### src/pkg/pms_cfg.svh
`ifndef PMS_CFG_SVH
`define PMS_CFG_SVH
// Register map
`define PMS_ADDR_REV 8'h00
`define PMS_ADDR_STAT 8'h01
`define PMS_ADDR_MASK 8'h02
`define PMS_ADDR_LDOV 8'h03
`define PMS_ADDR_CORE 8'h04
`define PMS_MASK_RST 8'hc0
`define PMS_UNMAPPED 8'hff
`define PMS_SLAVE_ADDR 7'h48
// Arbitrary revision value, not tied to any product
`define PMS_REV_VALUE 8'h5a
// Status bit positions
`define PMS_BIT_PFAIL 7
`define PMS_BIT_LBAT 6
`define PMS_BIT_SYS 5
`define PMS_BIT_MEM 4
`define PMS_BIT_CORE 3
`define PMS_BIT_LDOB 2
`define PMS_BIT_LDOA 1
// Core code defaults for the two strap settings
`define PMS_CORE_DEF0 5'h0c
`define PMS_CORE_DEF1 5'h16
// Timing at 200 MHz
`define PMS_CLK_MHZ 200
`define PMS_DEBOUNCE_MS 30
`define PMS_DEBOUNCE_CYC (`PMS_DEBOUNCE_MS * 1000 * `PMS_CLK_MHZ)
`define PMS_RSTDLY_CYC 20000000
`endif

### src/pkg/pms_pkg.sv
package pms_pkg;
   typedef enum logic [2:0] {
      I2C_IDLE, I2C_ADDR, I2C_ACKA, I2C_WRX, I2C_ACKW, I2C_RDX, I2C_ACKR
   } pms_i2c_state_type;
   typedef logic [7:0] pms_byte_type;
endpackage

### src/rtl/pms_i2c_slave.sv
`timescale 1ns/1ps
`default_nettype none
`include "pms_cfg.svh"
// ==========================================
// I2C slave byte engine; bus pins already synchronised
module pms_i2c_slave (
   input wire logic clk_sys,
   input wire logic rst,
   input wire logic sclIn,
   input wire logic sdaIn,
   output logic sdaOe,
   output logic wrStb,
   output pms_pkg::pms_byte_type wrAddr,
   output pms_pkg::pms_byte_type wrData,
   output logic rdStb,
   output pms_pkg::pms_byte_type rdAddr,
   input wire pms_pkg::pms_byte_type rdData
);
   typedef struct packed {
      pms_pkg::pms_i2c_state_type st;
      logic sclD;
      logic sdaD;
      logic [3:0] cnt;
      logic [7:0] sh;
      logic rnw;
      logic havePtr;
      logic [7:0] ptr;
      logic oe;
      logic wr;
      logic rd;
      logic [7:0] wd;
   } pms_i2c_type;
   pms_i2c_type s_r, s_nxt;
   logic sclRise, sclFall, start, stop;
   // Edges of synchronised pins; wide margin even at 400 kHz
   always_comb begin
      sclRise = s_r.sclD == 1'b0 && sclIn;
      sclFall = s_r.sclD && !sclIn;
      // Data moving while clock high marks start or stop
      start = s_r.sclD && sclIn && s_r.sdaD && !sdaIn;
      stop = s_r.sclD && sclIn && !s_r.sdaD && sdaIn;
   end
   // Protocol walk: shift on rising, drive on falling edges
   always_comb begin
      s_nxt = s_r;
      s_nxt.sclD = sclIn;
      s_nxt.sdaD = sdaIn;
      s_nxt.wr = 1'b0;
      s_nxt.rd = 1'b0;
      if (start) begin
         s_nxt.st = pms_pkg::I2C_ADDR;
         s_nxt.cnt = 4'h0;
         s_nxt.oe = 1'b0;
         s_nxt.havePtr = 1'b0;
      end else if (stop) begin
         s_nxt.st = pms_pkg::I2C_IDLE;
         s_nxt.oe = 1'b0;
      end else begin
         case (s_r.st)
            pms_pkg::I2C_ADDR, pms_pkg::I2C_WRX: begin
               if (sclRise) begin
                  s_nxt.sh = {s_r.sh[6:0], sdaIn};
                  s_nxt.cnt = s_r.cnt + 4'h1;
               end
               if (sclFall && s_r.cnt == 4'h8) begin
                  s_nxt.cnt = 4'h0;
                  if (s_r.st == pms_pkg::I2C_ADDR) begin
                     // Only our own address is answered
                     if (s_r.sh[7:1] == `PMS_SLAVE_ADDR) begin
                        s_nxt.st = pms_pkg::I2C_ACKA;
                        s_nxt.rnw = s_r.sh[0];
                        s_nxt.oe = 1'b1;
                     end else begin
                        s_nxt.st = pms_pkg::I2C_IDLE;
                     end
                  end else begin
                     s_nxt.st = pms_pkg::I2C_ACKW;
                     s_nxt.oe = 1'b1;
                     if (!s_r.havePtr) begin
                        s_nxt.ptr = s_r.sh;
                        s_nxt.havePtr = 1'b1;
                     end else begin
                        s_nxt.wr = 1'b1;
                        s_nxt.wd = s_r.sh;
                     end
                  end
               end
            end
            pms_pkg::I2C_ACKA, pms_pkg::I2C_ACKW: begin
               // Ack held low through the ninth pulse high phase
               if (sclFall) begin
                  if (s_r.st == pms_pkg::I2C_ACKW && s_r.wr == 1'b0
                      && s_r.havePtr && s_r.cnt == 4'h0) begin
                     s_nxt.ptr = s_r.ptr;
                  end
                  if (s_r.st == pms_pkg::I2C_ACKA && s_r.rnw) begin
                     s_nxt.st = pms_pkg::I2C_RDX;
                     s_nxt.sh = rdData;
                     s_nxt.rd = 1'b1;
                     s_nxt.oe = !rdData[7];
                     s_nxt.cnt = 4'h1;
                  end else begin
                     s_nxt.st = pms_pkg::I2C_WRX;
                     s_nxt.oe = 1'b0;
                  end
               end
            end
            pms_pkg::I2C_RDX: begin
               if (sclFall) begin
                  if (s_r.cnt == 4'h8) begin
                     s_nxt.st = pms_pkg::I2C_ACKR;
                     s_nxt.oe = 1'b0;
                     s_nxt.ptr = s_r.ptr + 8'h01;
                  end else begin
                     s_nxt.oe = !s_r.sh[7 - s_r.cnt[2:0]];
                     s_nxt.cnt = s_r.cnt + 4'h1;
                  end
               end
            end
            pms_pkg::I2C_ACKR: begin
               // Master ack samples here; nack leaves line released
               if (sclRise) begin
                  s_nxt.rnw = !sdaIn;
               end
               if (sclFall) begin
                  if (s_r.rnw) begin
                     s_nxt.st = pms_pkg::I2C_RDX;
                     s_nxt.sh = rdData;
                     s_nxt.rd = 1'b1;
                     s_nxt.oe = !rdData[7];
                     s_nxt.cnt = 4'h1;
                  end else begin
                     s_nxt.st = pms_pkg::I2C_IDLE;
                  end
               end
            end
            default: s_nxt.oe = 1'b0;
         endcase
      end
      // Write pointer advances after each data byte
      if (s_r.wr) begin
         s_nxt.ptr = s_r.ptr + 8'h01;
      end
   end
   always_ff @(posedge clk_sys) begin
      if (rst) begin
         s_r <= '{st: pms_pkg::I2C_IDLE, sclD: 1'b1, sdaD: 1'b1,
                  default: '0};
      end else begin
         s_r <= s_nxt;
      end
   end
   assign sdaOe = s_r.oe;
   assign wrStb = s_r.wr;
   assign wrAddr = s_r.ptr;
   assign wrData = s_r.wd;
   assign rdStb = s_r.rd;
   assign rdAddr = s_r.ptr;
endmodule
`default_nettype wire

### src/rtl/pms_supervisor.sv
`timescale 1ns/1ps
`default_nettype none
`include "pms_cfg.svh"
module pms_supervisor #(
   parameter int DEBOUNCE_CYC = `PMS_DEBOUNCE_CYC,
   parameter int RSTDLY_CYC = `PMS_RSTDLY_CYC
) (
   input wire logic clk_sys,
   input wire logic rst,
   input wire logic rtcSupplyGood,
   input wire logic warmResetInN,
   input wire logic coreDefaultSelect,
   input wire logic ldoDefaultSelA,
   input wire logic ldoDefaultSelB,
   input wire logic systemConvEn,
   input wire logic coreConvEn,
   input wire logic memoryConvEn,
   input wire logic ldoEn,
   input wire logic powerFailSense,
   input wire logic lowBatterySense,
   input wire logic [4:0] railLow,
   input wire logic coreScaling,
   input wire logic sclIn,
   input wire logic sdaIn,
   output logic sdaOut,
   output logic sdaOe,
   output logic systemResetOut,
   output logic systemResetOe,
   output logic interruptOutN,
   output logic [4:0] coreCode,
   output logic [1:0] ldoSelA,
   output logic [1:0] ldoSelB
);
   // Counters need two cycles at least to tell a pulse from a level
   if (DEBOUNCE_CYC < 2 || RSTDLY_CYC < 2) begin : gBadCounts
      $error("pms_supervisor: counts too small");
   end
   // ==========================================
   // Pin synchronisers
   localparam int NSYNC = 6;
   logic [NSYNC-1:0] rawIn, syncOut;
   assign rawIn = {sclIn, sdaIn, warmResetInN, rtcSupplyGood,
                   powerFailSense, lowBatterySense};
   genvar g;
   generate
      for (g = 0; g < NSYNC; g++) begin : gSync
         pms_sync uSync (
            .clk_sys(clk_sys),
            .rst(rst),
            .din(rawIn[g]),
            .dout(syncOut[g])
         );
      end
   endgenerate
   logic sclS, sdaS, warmNS, rtcS, pfS, lbS;
   assign {sclS, sdaS, warmNS, rtcS, pfS, lbS} = syncOut;
   // ==========================================
   // Serial slave
   logic wrStb, rdStb;
   pms_pkg::pms_byte_type wrAddr, wrData, rdAddr, rdData;
   pms_i2c_slave uI2c (
      .clk_sys(clk_sys),
      .rst(rst),
      .sclIn(sclS),
      .sdaIn(sdaS),
      .sdaOe(sdaOe),
      .wrStb(wrStb),
      .wrAddr(wrAddr),
      .wrData(wrData),
      .rdStb(rdStb),
      .rdAddr(rdAddr),
      .rdData(rdData)
   );
   // Open-drain data: low only when enabled
   assign sdaOut = 1'b0;
   // ==========================================
   // State
   typedef struct packed {
      logic [31:0] deb;
      logic warmAct;
      logic [31:0] dly;
      logic resAct;
      logic [7:0] mask;
      logic [7:0] block;
      logic [4:0] core;
      logic sysEnD;
      logic latched;
      logic [1:0] ldoA;
      logic [1:0] ldoB;
   } pms_sup_type;
   pms_sup_type s_r, s_nxt;
   pms_pkg::pms_byte_type status;
   logic [4:0] coreDef;
   logic [4:0] enables;
   // Status composition with disabled rails reading good
   always_comb begin
      enables = {systemConvEn, memoryConvEn, coreConvEn, ldoEn, ldoEn};
      status = 8'h00;
      status[`PMS_BIT_PFAIL] = pfS;
      status[`PMS_BIT_LBAT] = lbS;
      status[5:1] = railLow & enables;
      if (coreScaling) begin
         status[`PMS_BIT_CORE] = 1'b0;
      end
      coreDef = coreDefaultSelect ? `PMS_CORE_DEF1 : `PMS_CORE_DEF0;
   end
   // Register read decode
   always_comb begin
      if (rdAddr == `PMS_ADDR_REV) begin
         rdData = `PMS_REV_VALUE;
      end else if (rdAddr == `PMS_ADDR_STAT) begin
         rdData = status;
      end else if (rdAddr == `PMS_ADDR_MASK) begin
         rdData = s_r.mask;
      end else if (rdAddr == `PMS_ADDR_LDOV) begin
         rdData = {4'h0, s_r.ldoB, s_r.ldoA};
      end else if (rdAddr == `PMS_ADDR_CORE) begin
         rdData = {3'h0, s_r.core};
      end else begin
         rdData = `PMS_UNMAPPED;
      end
   end
   // Supervisory next state
   always_comb begin
      s_nxt = s_r;
      s_nxt.sysEnD = systemConvEn;
      // Debounce: level must hold for the whole filter time
      if (warmNS == s_r.warmAct) begin
         if (s_r.deb >= 32'(DEBOUNCE_CYC - 1)) begin
            s_nxt.warmAct = !warmNS;
            s_nxt.deb = 32'h0;
         end else begin
            s_nxt.deb = s_r.deb + 32'h1;
         end
      end else begin
         s_nxt.deb = 32'h0;
      end
      // Reset delay counts only while RTC good and no warm reset
      if (!rtcS || s_r.warmAct) begin
         s_nxt.resAct = 1'b1;
         s_nxt.dly = 32'h0;
      end else if (s_r.resAct) begin
         if (s_r.dly >= 32'(RSTDLY_CYC - 1)) begin
            s_nxt.resAct = 1'b0;
         end else begin
            s_nxt.dly = s_r.dly + 32'h1;
         end
      end
      // One-time strap capture after lockout release
      if (!s_r.latched) begin
         s_nxt.latched = 1'b1;
         s_nxt.ldoA = {ldoDefaultSelB, ldoDefaultSelA};
         s_nxt.ldoB = {ldoDefaultSelB, ldoDefaultSelA};
      end
      // Host writes
      if (wrStb) begin
         if (wrAddr == `PMS_ADDR_MASK) begin
            s_nxt.mask = {wrData[7:1], 1'b0};
         end else if (wrAddr == `PMS_ADDR_LDOV) begin
            s_nxt.ldoA = wrData[1:0];
            s_nxt.ldoB = wrData[3:2];
         end else if (wrAddr == `PMS_ADDR_CORE) begin
            s_nxt.core = wrData[4:0];
         end
      end
      // Forced code when system converter turns off
      if (s_r.sysEnD && !systemConvEn) begin
         s_nxt.core = {1'b1, s_r.core[3:1], 1'b0};
      end
      // Default conditions take priority
      if (s_r.warmAct || !rtcS || s_r.resAct
          || (!coreConvEn && !systemConvEn)) begin
         s_nxt.core = coreDef;
      end
      // Blocking: bits seen at a status read, freed once they clear
      s_nxt.block = s_r.block & status;
      if (rdStb && rdAddr == `PMS_ADDR_STAT) begin
         s_nxt.block = status;
      end
   end
   // Lockout is the only register reset
   always_ff @(posedge clk_sys) begin
      if (rst) begin
         s_r <= '{mask: `PMS_MASK_RST, resAct: 1'b1, sysEnD: 1'b1,
                  core: `PMS_CORE_DEF0, default: '0};
      end else begin
         s_r <= s_nxt;
      end
   end
   // ==========================================
   // Outputs
   logic intFault;
   // Power-OK: any unmasked unblocked fault pulls pin low
   assign intFault = |(status & ~s_r.mask & ~s_r.block);
   always_comb begin
      interruptOutN = !intFault;
      systemResetOut = 1'b0;
      systemResetOe = s_r.resAct;
      coreCode = s_r.core;
      ldoSelA = s_r.ldoA;
      ldoSelB = s_r.ldoB;
   end
endmodule
`default_nettype wire

### src/rtl/pms_sync.sv
`timescale 1ns/1ps
`default_nettype none
// ==========================================
// Two-stage synchroniser for one bit
module pms_sync (
   input wire logic clk_sys,
   input wire logic rst,
   input wire logic din,
   output logic dout
);
   logic meta_r;
   // First stage feeds only the second
   always_ff @(posedge clk_sys) begin
      if (rst) begin
         meta_r <= 1'b1;
         dout <= 1'b1;
      end else begin
         meta_r <= din;
         dout <= meta_r;
      end
   end
endmodule
`default_nettype wire

### config.mk
export PLATFORM = sky130hd
export DESIGN_NAME = pms_supervisor
export DESIGN_NICKNAME = d
export VERILOG_FILES = /design/src/pkg/pms_pkg.sv /design/src/rtl/pms_i2c_slave.sv /design/src/rtl/pms_supervisor.sv /design/src/rtl/pms_sync.sv
export VERILOG_INCLUDE_DIRS = /design/src /design/src/pkg
export SDC_FILE = /design/constraint.sdc
export NUM_CORES = 1
export LEC_CHECK = 0
export BUFFER_PORTS_ARGS = -buffer_cell sky130_fd_sc_hd__clkbuf_2
export CORE_AREA = 3 3 112 114
export CTS_CLUSTER_SIZE = 24
export DETAILED_ROUTE_END_ITERATION = 16
export DIE_AREA = 0 0 115 117
export PLACE_DENSITY = 0.89
export SLEW_MARGIN = 0
export SYNTH_ARGS = -nofsm -noshare
export SYNTH_HDL_FRONTEND = slang
export SYNTH_HIERARCHICAL = 1
export SYNTH_SLANG_ARGS = --single-unit
### constraint.sdc
create_clock -name clk_sys -period 2.45 [get_ports clk_sys]
set_input_delay 0.245 -clock clk_sys [delete_from_list [all_inputs] [get_ports clk_sys]]
set_output_delay 0.245 -clock clk_sys [all_outputs]
set_load 0.02 [all_outputs]
==> results.toml, run 1 <==
[status]
status = "completed"

[place]
postPlaceCellArea_um2 = 7100
dp_worst_setup_slack_ps = 237
dp_hpwl_mm = 10.3
port_buffers = 32
finalWeightedCongestion = 0.901

[setup_path]
crit_buf_inv = 1
worst-setup-path-type = "reg2out"
timing.critical_path.slowest_stage_cell = "or4_1"
end_kind = "output pin"
worst_ep_required_time_ps = 2200
worstSetupStartpoint = "gSync[1].uSync/dout"
peak_fanout_along_the_critical_path = 3
setup.worst_path.end = "interruptOutN"
startpoint_of_the_lowest_slack_register_to_register_path = "s_r[57]"
startpoint_type = "register"
critPathTopFamily = "simple AND/OR/NAND/NOR gates"
crit_chain = "nor3b_1 > or4_1 > nor4_2 > clkbuf_2"
regToRegSetupSlack_ps = 170
reg2reg_depth = 5
crit-reg2reg-capture = "s_r[41]"
worst_ep_arrival_time_ps = 2040
worst-path-stages = 4
worst_path_largest_cell_delay_ps = 550

[route]
routed-via-count = 5980
route.antenna.remaining_nets = 0
dr.first_iter.drc_count = 661
route.detailed.drc = 0
wire_per_inst_um = 15.7
vias_per_cell = 6.08
drt_first_pass_iters = 6
wl_mm = 15.5

[cts]
tritoncts = "built"
clkLatencyLatePin_ps = 430
h-tree-depth = 4
post_cts_buffers = 0
cts-root-to-sink-buffers = 2
number_of_sinks_driven_by_the_clock_tree = 141
root_buffer = "clkbuf_16"
numCtsBuffers = 17
path_clk_slew_ps = 60

[logic_synthesis]
netlist_top_cells_count = "dfxtp_1, nor2_1, nand2_1"
synth.ff_latch_count = 141
synth.top_cells.by_area = "dfxtp_1, nor2_1, mux2i_1, buf_4, a21oi_1"
synth-warning-count = 6
synth_enable_flop_cells = 0
synth_cells = 818
syn-cell-area_um2 = 7030
yosys.cell_types.count = 83
async_reset_ff_frac = 0
syn_avg_cell_area_um2 = 8.59
ys_seq_area_frac = 0.402
synth_area_leader_cell = "dfxtp_1"
synth.top_cell.area_share = 0.402
synthFlopType = "dfxtp_1"
post-synth-top-count-cell = "dfxtp_1"

[die]
fp-row-count = 39
fp.dieW_um = 115
effective_utilization_at_floorplan = 0.610
floorplan.die_area_um2 = 13500
io_pins = 35
die_height_um = 117
core_area_um2 = 11500

[power_and_ir_drop]
combinationalPowerShare = 0.033
netSwitchingPower_mw = 1.22
clkPwrFrac = 0.501
total_power_mw = 5.03
ir_drop_uv = 634
seqPwrFrac = 0.467
total_leakage_power_nw = 2.95
p_int_mw = 3.82
power_density_nw_per_um2 = 650
switching_share = 0.242

[min_path]
holdCritPathClass = "in2reg"

[timing]
rsz0062_at_grt = "false"
final_tns_setup_ps = 0
fmax_ghz = 0.438
final_hold_viol_count = 0
final.hold.worst_slack_ps = 39.4
finalSetupViolCount = 0
final_number_of_max_transition_violations = 0
timing_worst_slew_pin_value_ps = 970
period_share = 0.932
final.setup.worst_slack_ps = 167
finalWorstPathRequiredPeriod_ps = 2280
timing.clock.skew_ps = 9.67
relSlewSlack = 0.352

[finish]
final_cell_area_um2 = 7750
multi_input_comb_area_um2 = 3780
area.growth.synth_to_final_pct = 10.2
layout.filler_cells = 885
reg_area_um2 = 2820
antennaDiodeCount = 0
share_of_post_route_cells_with_drive_strength_above_1 = 0.127
fin_nets = 853

[global_routing]
met2_capacity_usage_during_global_routing = 0.374
grt_antenna_before_repair = 0
grt.total_usage = 0.240
grt_pass1_vias = 5486
groute.layer.met1.usage = 0.319
grt_use_met3 = 0.0571
grt_start_max_net_pins = 39
globalRoute.totalOverflow = 0
grt_pass1_wl_mm = 25.8
globalRoute.busiestLayer = "met2"

[job]
max-cap-violations = 0
[routing by layer]
layer,wire [µm],vias to the layer above
li1,-,2934
met1,6850,2756
met2,7070,245
met3,1120,45
met4,413,0
met5,0,-
[sequential cells by signal, summed over array words and instances, names as in the netlist]
| register | flops |
|---|---|
| uI2c/rdAddr | 8 |
| coreCode | 5 |
| gSync.uSync/dout | 6 |
| gSync.uSync/meta_r | 6 |
| uI2c/wrStb | 1 |
| s_r | 81 |
| uI2c/wrData | 8 |
| uI2c/sdaOe | 1 |
| uI2c/s_r | 19 |
| uI2c/rdStb | 1 |
| systemResetOe | 1 |
| ldoSelB | 2 |
| ldoSelA | 2 |
[cell families (layout without fill, tap and decap cells)]
family                   count (synthesis)  in the layout  synth area share
adder cells (fa/ha/maj)                  5              5           0.00890
AND/OR/NAND/NOR                        359            359             0.271
AO/OA/AOI/OAI                          162            162             0.161
flip-flops                             141            141             0.402
other                                    1             11          0.000533
multiplexers                            33             33            0.0507
XOR/XNOR                                29             29            0.0361
buffers and inverters                   88            100            0.0700
[layout make-up]
type	count	area share
Clock buffer	17	0.0549
Multi-Input combinational cell	599	0.487
Timing Repair Buffer	54	0.0436
Clock inverter	15	0.0197
Tap cell	143	0.0231
Sequential cell	141	0.364
Inverter	14	0.00678
[cell usage in the layout (no fill, tap or decap), types with 12 or more instances in the layout]
cell type and instances:
a21oi_1 45, buf_4 17, clkbuf_16 17, clkbuf_2 32
dfxtp_1 141, inv_1 13, mux2i_1 30, nand2_1 51
nand2b_1 12, nand3_1 28, nor2_1 108, nor2b_1 14
nor3_1 24, nor4_1 12, o21ai_0 22, or2_1 12
xnor2_1 21
[how the worst min path moves through the flow]
stage	start	endpoint	slack [ps]	depth (start not counted)
5_1_grt	lowBatterySense	gSync[0].uSync/meta_r	40	2
3_5_place_dp	gSync[5].uSync/meta_r	gSync[5].uSync/dout	390	1
2_1_floorplan	rst	gSync[0].uSync/dout	340	1
6_report	lowBatterySense	gSync[0].uSync/meta_r	40	2
3_3_place_gp	gSync[4].uSync/meta_r	gSync[4].uSync/dout	390	1
4_1_cts	lowBatterySense	gSync[0].uSync/meta_r	20	2
[worst register-to-register path: cells and delay by family, from the launching register on]
family | cells | cell delay (ps)
AOI/OAI and AO/OA | 2 | 340
and+or+nand+nor | 3 | 1550
DFF | 1 | 320
[power groups by stage]
stage          logic [mW]  clock network [mW]  registers, mW
6_report            0.164                2.52           2.35
5_1_grt             0.182                2.65           2.35
4_1_cts             0.163                2.55           2.35
3_5_place_dp        0.155                   0           2.40
3_3_place_gp        0.152                   0           2.40
2_1_floorplan       0.118                   0           2.39
[repair_timing]
item	in CTS	in global routing
endpoints found under the hold margin	5	0
endpoints found under the setup margin	0	5
hold buffers	5	0
resized for setup	0	3
[per-stage QoR]
stage / cells / utilization
2_1_floorplan: 828 / -
3_3_place_gp: 946 / 0.617
3_5_place_dp: 946 / 0.617
4_1_cts: 983 / 0.671
5_1_grt: 983 / 0.673
6_report: 983 / 0.673
(Power assumes the default switching activity.)
==> run 2: changes to the inputs <==
- BUFFER_PORTS_ARGS: -buffer_cell sky130_fd_sc_hd__clkbuf_2 -> -buffer_cell sky130_fd_sc_hd__buf_2
- SLEW_MARGIN: 0 -> 5
==> results.toml, run 2 (synthesis gave the netlist of run 1 again) <==
[status]
status = "completed"

[die]
fp-row-count = 39
core_area_um2 = 11500
floorplan.die_area_um2 = 13500
fp.dieW_um = 115
die_height_um = 117
io_pins = 35
effective_utilization_at_floorplan = 0.610

[timing]
final_hold_viol_count = 0
relSlewSlack = 0.341
final_tns_setup_ps = 0
finalWorstPathRequiredPeriod_ps = 2330
final.setup.worst_slack_ps = 123
rsz0062_at_grt = "false"
finalSetupViolCount = 0
final_number_of_max_transition_violations = 0
period_share = 0.950
timing_worst_slew_pin_value_ps = 986
timing.clock.skew_ps = 7.78
fmax_ghz = 0.430

[route]
met2_wirelength_mm = 6.93
detailroute.wirelength.met3_mm = 1.03
wl_mm = 15.3
dr.first_iter.drc_count = 625
route.detailed.drc = 0
vias_per_cell = 6.10
wire_per_inst_um = 15.5
drt_first_pass_iters = 6
top_layer = "met4"
route.antenna.remaining_nets = 0
routed-via-count = 6006
wl_met1_mm = 6.97

[global_routing]
grt_pass1_wl_mm = 25.6
grt_start_max_net_pins = 43
grt.total_usage = 0.235
globalRoute.totalOverflow = 0
grt_pass1_vias = 5438
grt_antenna_before_repair = 0

[power_and_ir_drop]
ir_drop_uv = 556
power_density_nw_per_um2 = 649
total_power_mw = 5.03
total_leakage_power_nw = 2.94

[min_path]
worstHoldStart = "powerFailSense"
holdCritPathClass = "in2reg"
hold-path-cell-count = 2
min_delay_worst_endpoint = "gSync[1].uSync/meta_r"

[setup_path]
startpoint_of_the_lowest_slack_register_to_register_path = "s_r[45]"
regToRegSetupSlack_ps = 190
crit-reg2reg-capture = "s_r[41]"
worst_ep_arrival_time_ps = 2080
end_kind = "output pin"
startpoint_type = "register"
worst-setup-path-type = "reg2out"
reg2reg_depth = 5
worst_ep_required_time_ps = 2200
peak_fanout_along_the_critical_path = 3

[cts]
h-tree-depth = 4
path_clk_slew_ps = 60
clkLatencyLatePin_ps = 430
numCtsBuffers = 17
cts-root-to-sink-buffers = 2
post_cts_buffers = 0
number_of_sinks_driven_by_the_clock_tree = 141
root_buffer = "clkbuf_16"
tritoncts = "built"

[finish]
biggestRegsByFlops = "s_r (81), uI2c/s_r (19)"
antennaDiodeCount = 0
fin_nets = 854
share_of_post_route_cells_with_drive_strength_above_1 = 0.127
reg_area_um2 = 2820
layout_commonest_cell = "dfxtp_1"
layout.filler_cells = 910
largest_register_ffs = 81
final_cells = 984
area.growth.synth_to_final_pct = 10.2
top_register = "s_r"
layout.cells.most_common_list = "dfxtp_1, nor2_1, nand2_1"
multi_input_comb_area_um2 = 3760

[place]
finalWeightedCongestion = 0.854
port_buffers = 32
dp_worst_setup_slack_ps = 223
dp_hpwl_mm = 10.3
placed_cells = 948

[job]
max-cap-violations = 0
==> run 2: power by group <==
group,switching (mW),internal [mW]
clock,0.999,1.52
sequential,0.0254,2.32
combinational,0.0999,0.0631
total,1.12,3.91
==> run 2: critical path, stage by stage, from the launching register on <==
cell and delay [ps]:
dfxtp_1 330, nor3b_1 160, or4_1 510, nor4_1 410, buf_2 240
==> run 2: metrics by stage <==
step / instance area (µm²) / hold WS [ps] / util
CTS: 7740 / 23.3 / 0.672
global route: 7750 / 42.9 / 0.673
detailed placement: 7120 / 392 / 0.618
global placement: 7120 / 387 / 0.618
floorplan: 7070 / 342 / -
finish: 7750 / 34.1 / 0.673
==> run 2: how the worst max path moves through the flow <==
stage	cells after the start	end	startpoint
5_1_grt	5	s_r[41]	s_r[45]
3_5_place_dp	5	s_r[41]	s_r[45]
4_1_cts	4	interruptOutN	gSync[1].uSync/dout
2_1_floorplan	6	s_r[41]	systemResetOe
6_report	4	interruptOutN	gSync[1].uSync/dout
3_3_place_gp	5	s_r[41]	s_r[45]
==> run 2: metal layers <==
layer | global-route usage | vias to the layer above
met5 | 0 | -
met4 | 0.0955 | 0
met1 | 0.315 | 2806
li1 | - | 2923
met3 | 0.0545 | 34
met2 | 0.368 | 243
==> run 2: repair_timing <==
action,CTS,global route
gates resized for setup,0,1
endpoints found under the hold margin,4,0
hold buffers,4,0
setup endpoints to repair,0,1
==> run 2: area by class of cell <==
type                            instances  share of cell area
Multi-Input combinational cell        599               0.486
Sequential cell                       141               0.364
Clock buffer                           18              0.0567
Timing Repair Buffer                   55              0.0443
Tap cell                              143              0.0231
Clock inverter                         14              0.0187
Inverter                               14             0.00678
==> run 3: changes to the inputs <==
- BUFFER_PORTS_ARGS: -buffer_cell sky130_fd_sc_hd__buf_2 -> default
- CELL_PAD_IN_SITES_DETAIL_PLACEMENT: default -> 2
- CELL_PAD_IN_SITES_GLOBAL_PLACEMENT: default -> 2
- CORE_AREA: 3 3 112 114 -> 3 3 139 141
- DIE_AREA: 0 0 115 117 -> 0 0 142 144
- DONT_BUFFER_PORTS: default -> 1
- GPL_ROUTABILITY_DRIVEN: default -> 0
- PLACE_DENSITY: 0.89 -> 0.88
==> results.toml, run 3 (synthesis gave the netlist of run 1 again) <==
[finish]
layout.filler_cells = 1943
layout.cells.most_common_list = "dfxtp_1, nor2_1, nand2_1"
area.growth.synth_to_final_pct = 12.4
final_cells = 1046
largest_register_ffs = 81
top_register = "s_r"
reg_area_um2 = 2820
share_of_post_route_cells_with_drive_strength_above_1 = 0.100
antennaDiodeCount = 0
fin_nets = 830
biggestRegsByFlops = "s_r (81), uI2c/s_r (19)"
multi_input_comb_area_um2 = 3780
final_cell_area_um2 = 7900
layout_commonest_cell = "dfxtp_1"

[power_and_ir_drop]
power_density_nw_per_um2 = 707
total_leakage_power_nw = 2.92
ir_drop_uv = 437

[route]
route.antenna.remaining_nets = 0
wl_mm = 25.4
route.detailed.drc = 0
routed-via-count = 6268
vias_per_cell = 5.99
dr.first_iter.drc_count = 307
wire_per_inst_um = 24.3
drt_first_pass_iters = 5

[setup_path]
crit-reg2reg-capture = "s_r[34]"
startpoint_type = "register"
worst_ep_required_time_ps = 2790
setup.worst_path.end = "s_r[34]"
worst_ep_arrival_time_ps = 2690
worstSetupStartpoint = "s_r[45]"
startpoint_of_the_lowest_slack_register_to_register_path = "s_r[45]"
worst-setup-path-type = "reg2reg"
reg2reg_depth = 6
regToRegSetupSlack_ps = 100
peak_fanout_along_the_critical_path = 18
end_kind = "register"

[cts]
post_cts_buffers = 0
h-tree-depth = 4
numCtsBuffers = 17
number_of_sinks_driven_by_the_clock_tree = 141
cts-root-to-sink-buffers = 2
root_buffer = "clkbuf_16"
path_clk_slew_ps = 70
tritoncts = "built"
clkLatencyLatePin_ps = 440

[place]
placed_cells = 1005
port_buffers = 0
postPlaceCellArea_um2 = 7090
dp_hpwl_mm = 15.3

[status]
status = "completed"

[global_routing]
grt_use_met3 = 0.0397
globalRoute.busiestLayer = "met2"
grt_pass1_wl_mm = 40.4
grt_start_max_net_pins = 61
groute.layer.met1.usage = 0.277
globalRoute.totalOverflow = 0
grt_antenna_before_repair = 0
met2_capacity_usage_during_global_routing = 0.478
grt_pass1_vias = 7099
grt.total_usage = 0.254

[timing]
relSlewSlack = 0.216
period_share = 0.960
finalSetupViolCount = 0
timing_worst_slew_pin_value_ps = 1170
final_number_of_max_transition_violations = 0
finalWorstPathRequiredPeriod_ps = 2350
fmax_ghz = 0.425
final_tns_setup_ps = 0
final_hold_viol_count = 0
timing.clock.skew_ps = 11.4
rsz0062_at_grt = "false"

[job]
max-cap-violations = 0

[die]
floorplan.die_area_um2 = 20400
effective_utilization_at_floorplan = 0.389
die_height_um = 144
io_pins = 35
fp.dieW_um = 142
core_area_um2 = 18100
fp-row-count = 49

[min_path]
worstHoldStart = "rst"
holdCritPathClass = "in2reg"
==> run 3: cell count changes in the layout (fill, tap and decap cells not counted), moves of 2 or more <==
| cell | previous run | this run |
|---|---|---|
| buf_2 | 32 | 0 |
| clkinvlp_4 | 7 | 2 |
| bufinv_16 | 2 | 6 |
| dlygate4sd3_1 | 4 | 8 |
| buf_4 | 19 | 22 |
| clkinv_2 | 3 | 1 |
| clkinv_4 | 1 | 3 |
| or4_1 | 10 | 8 |
| or4_4 | 0 | 2 |
==> run 3: critical path: stages (launching register included) <==
cell and delay [ps]:
dfxtp_1 370, or3_1 460, or4_4 550, a311oi_4 240
buf_4 270, o21ai_1 130, a21oi_1 230
==> run 3: final cells by class <==
cell class,count,area share
multi-input cells,599,0.478
flip-flops and latches,141,0.357
clock buffers,19,0.0573
well taps,229,0.0363
repair buffers,31,0.0345
clock inverters,13,0.0298
inverters,14,0.00665
==> run 3: repair_timing <==
item                                   in CTS  in global routing
gates resized for setup                     0                  4
endpoints found under the hold margin      60                  0
hold buffers                                9                  0
setup endpoints to repair                   0                  9
==> run 3: layer usage <==
metal / vias up / share of wire / wire length (µm)
met5: - / 0 / 0
met4: 0 / 0.032 / 825
met3: 62 / 0.027 / 684
met2: 131 / 0.54 / 13700
met1: 3205 / 0.40 / 10200
li1: 2870 / - / -
==> run 3: metrics by stage <==
stage          setup slack (ps)  total power [mW]  hold WS, ps   util
2_1_floorplan               266              2.51          342      -
3_3_place_gp                282              2.52          332  0.392
3_5_place_dp                134              2.53          339  0.392
4_1_cts                    82.4              5.61         3.20  0.436
5_1_grt                    11.8              5.73         15.9  0.437
6_report                   98.5              5.58         13.8  0.437
==> run 3: power by group <==
| part | total, mW | internal [mW] | switching [mW] |
|---|---|---|---|
| Combinational | 0.158 | 0.0556 | 0.102 |
| Clock | 3.06 | 1.97 | 1.10 |
| Sequential | 2.36 | 2.32 | 0.0389 |
==> run 3: worst min-delay path by stage <==
| stage | slack (ps) | to | depth (start not counted) |
|---|---|---|---|
| after floorplan | 340 | gSync[0].uSync/dout | 1 |
| after global placement | 330 | s_r[60] | 1 |
| after detailed placement | 340 | s_r[60] | 1 |
| after CTS | 3 | coreCode[3] | 2 |
| after global routing | 20 | s_r[15] | 2 |
| final | 10 | coreCode[3] | 2 |
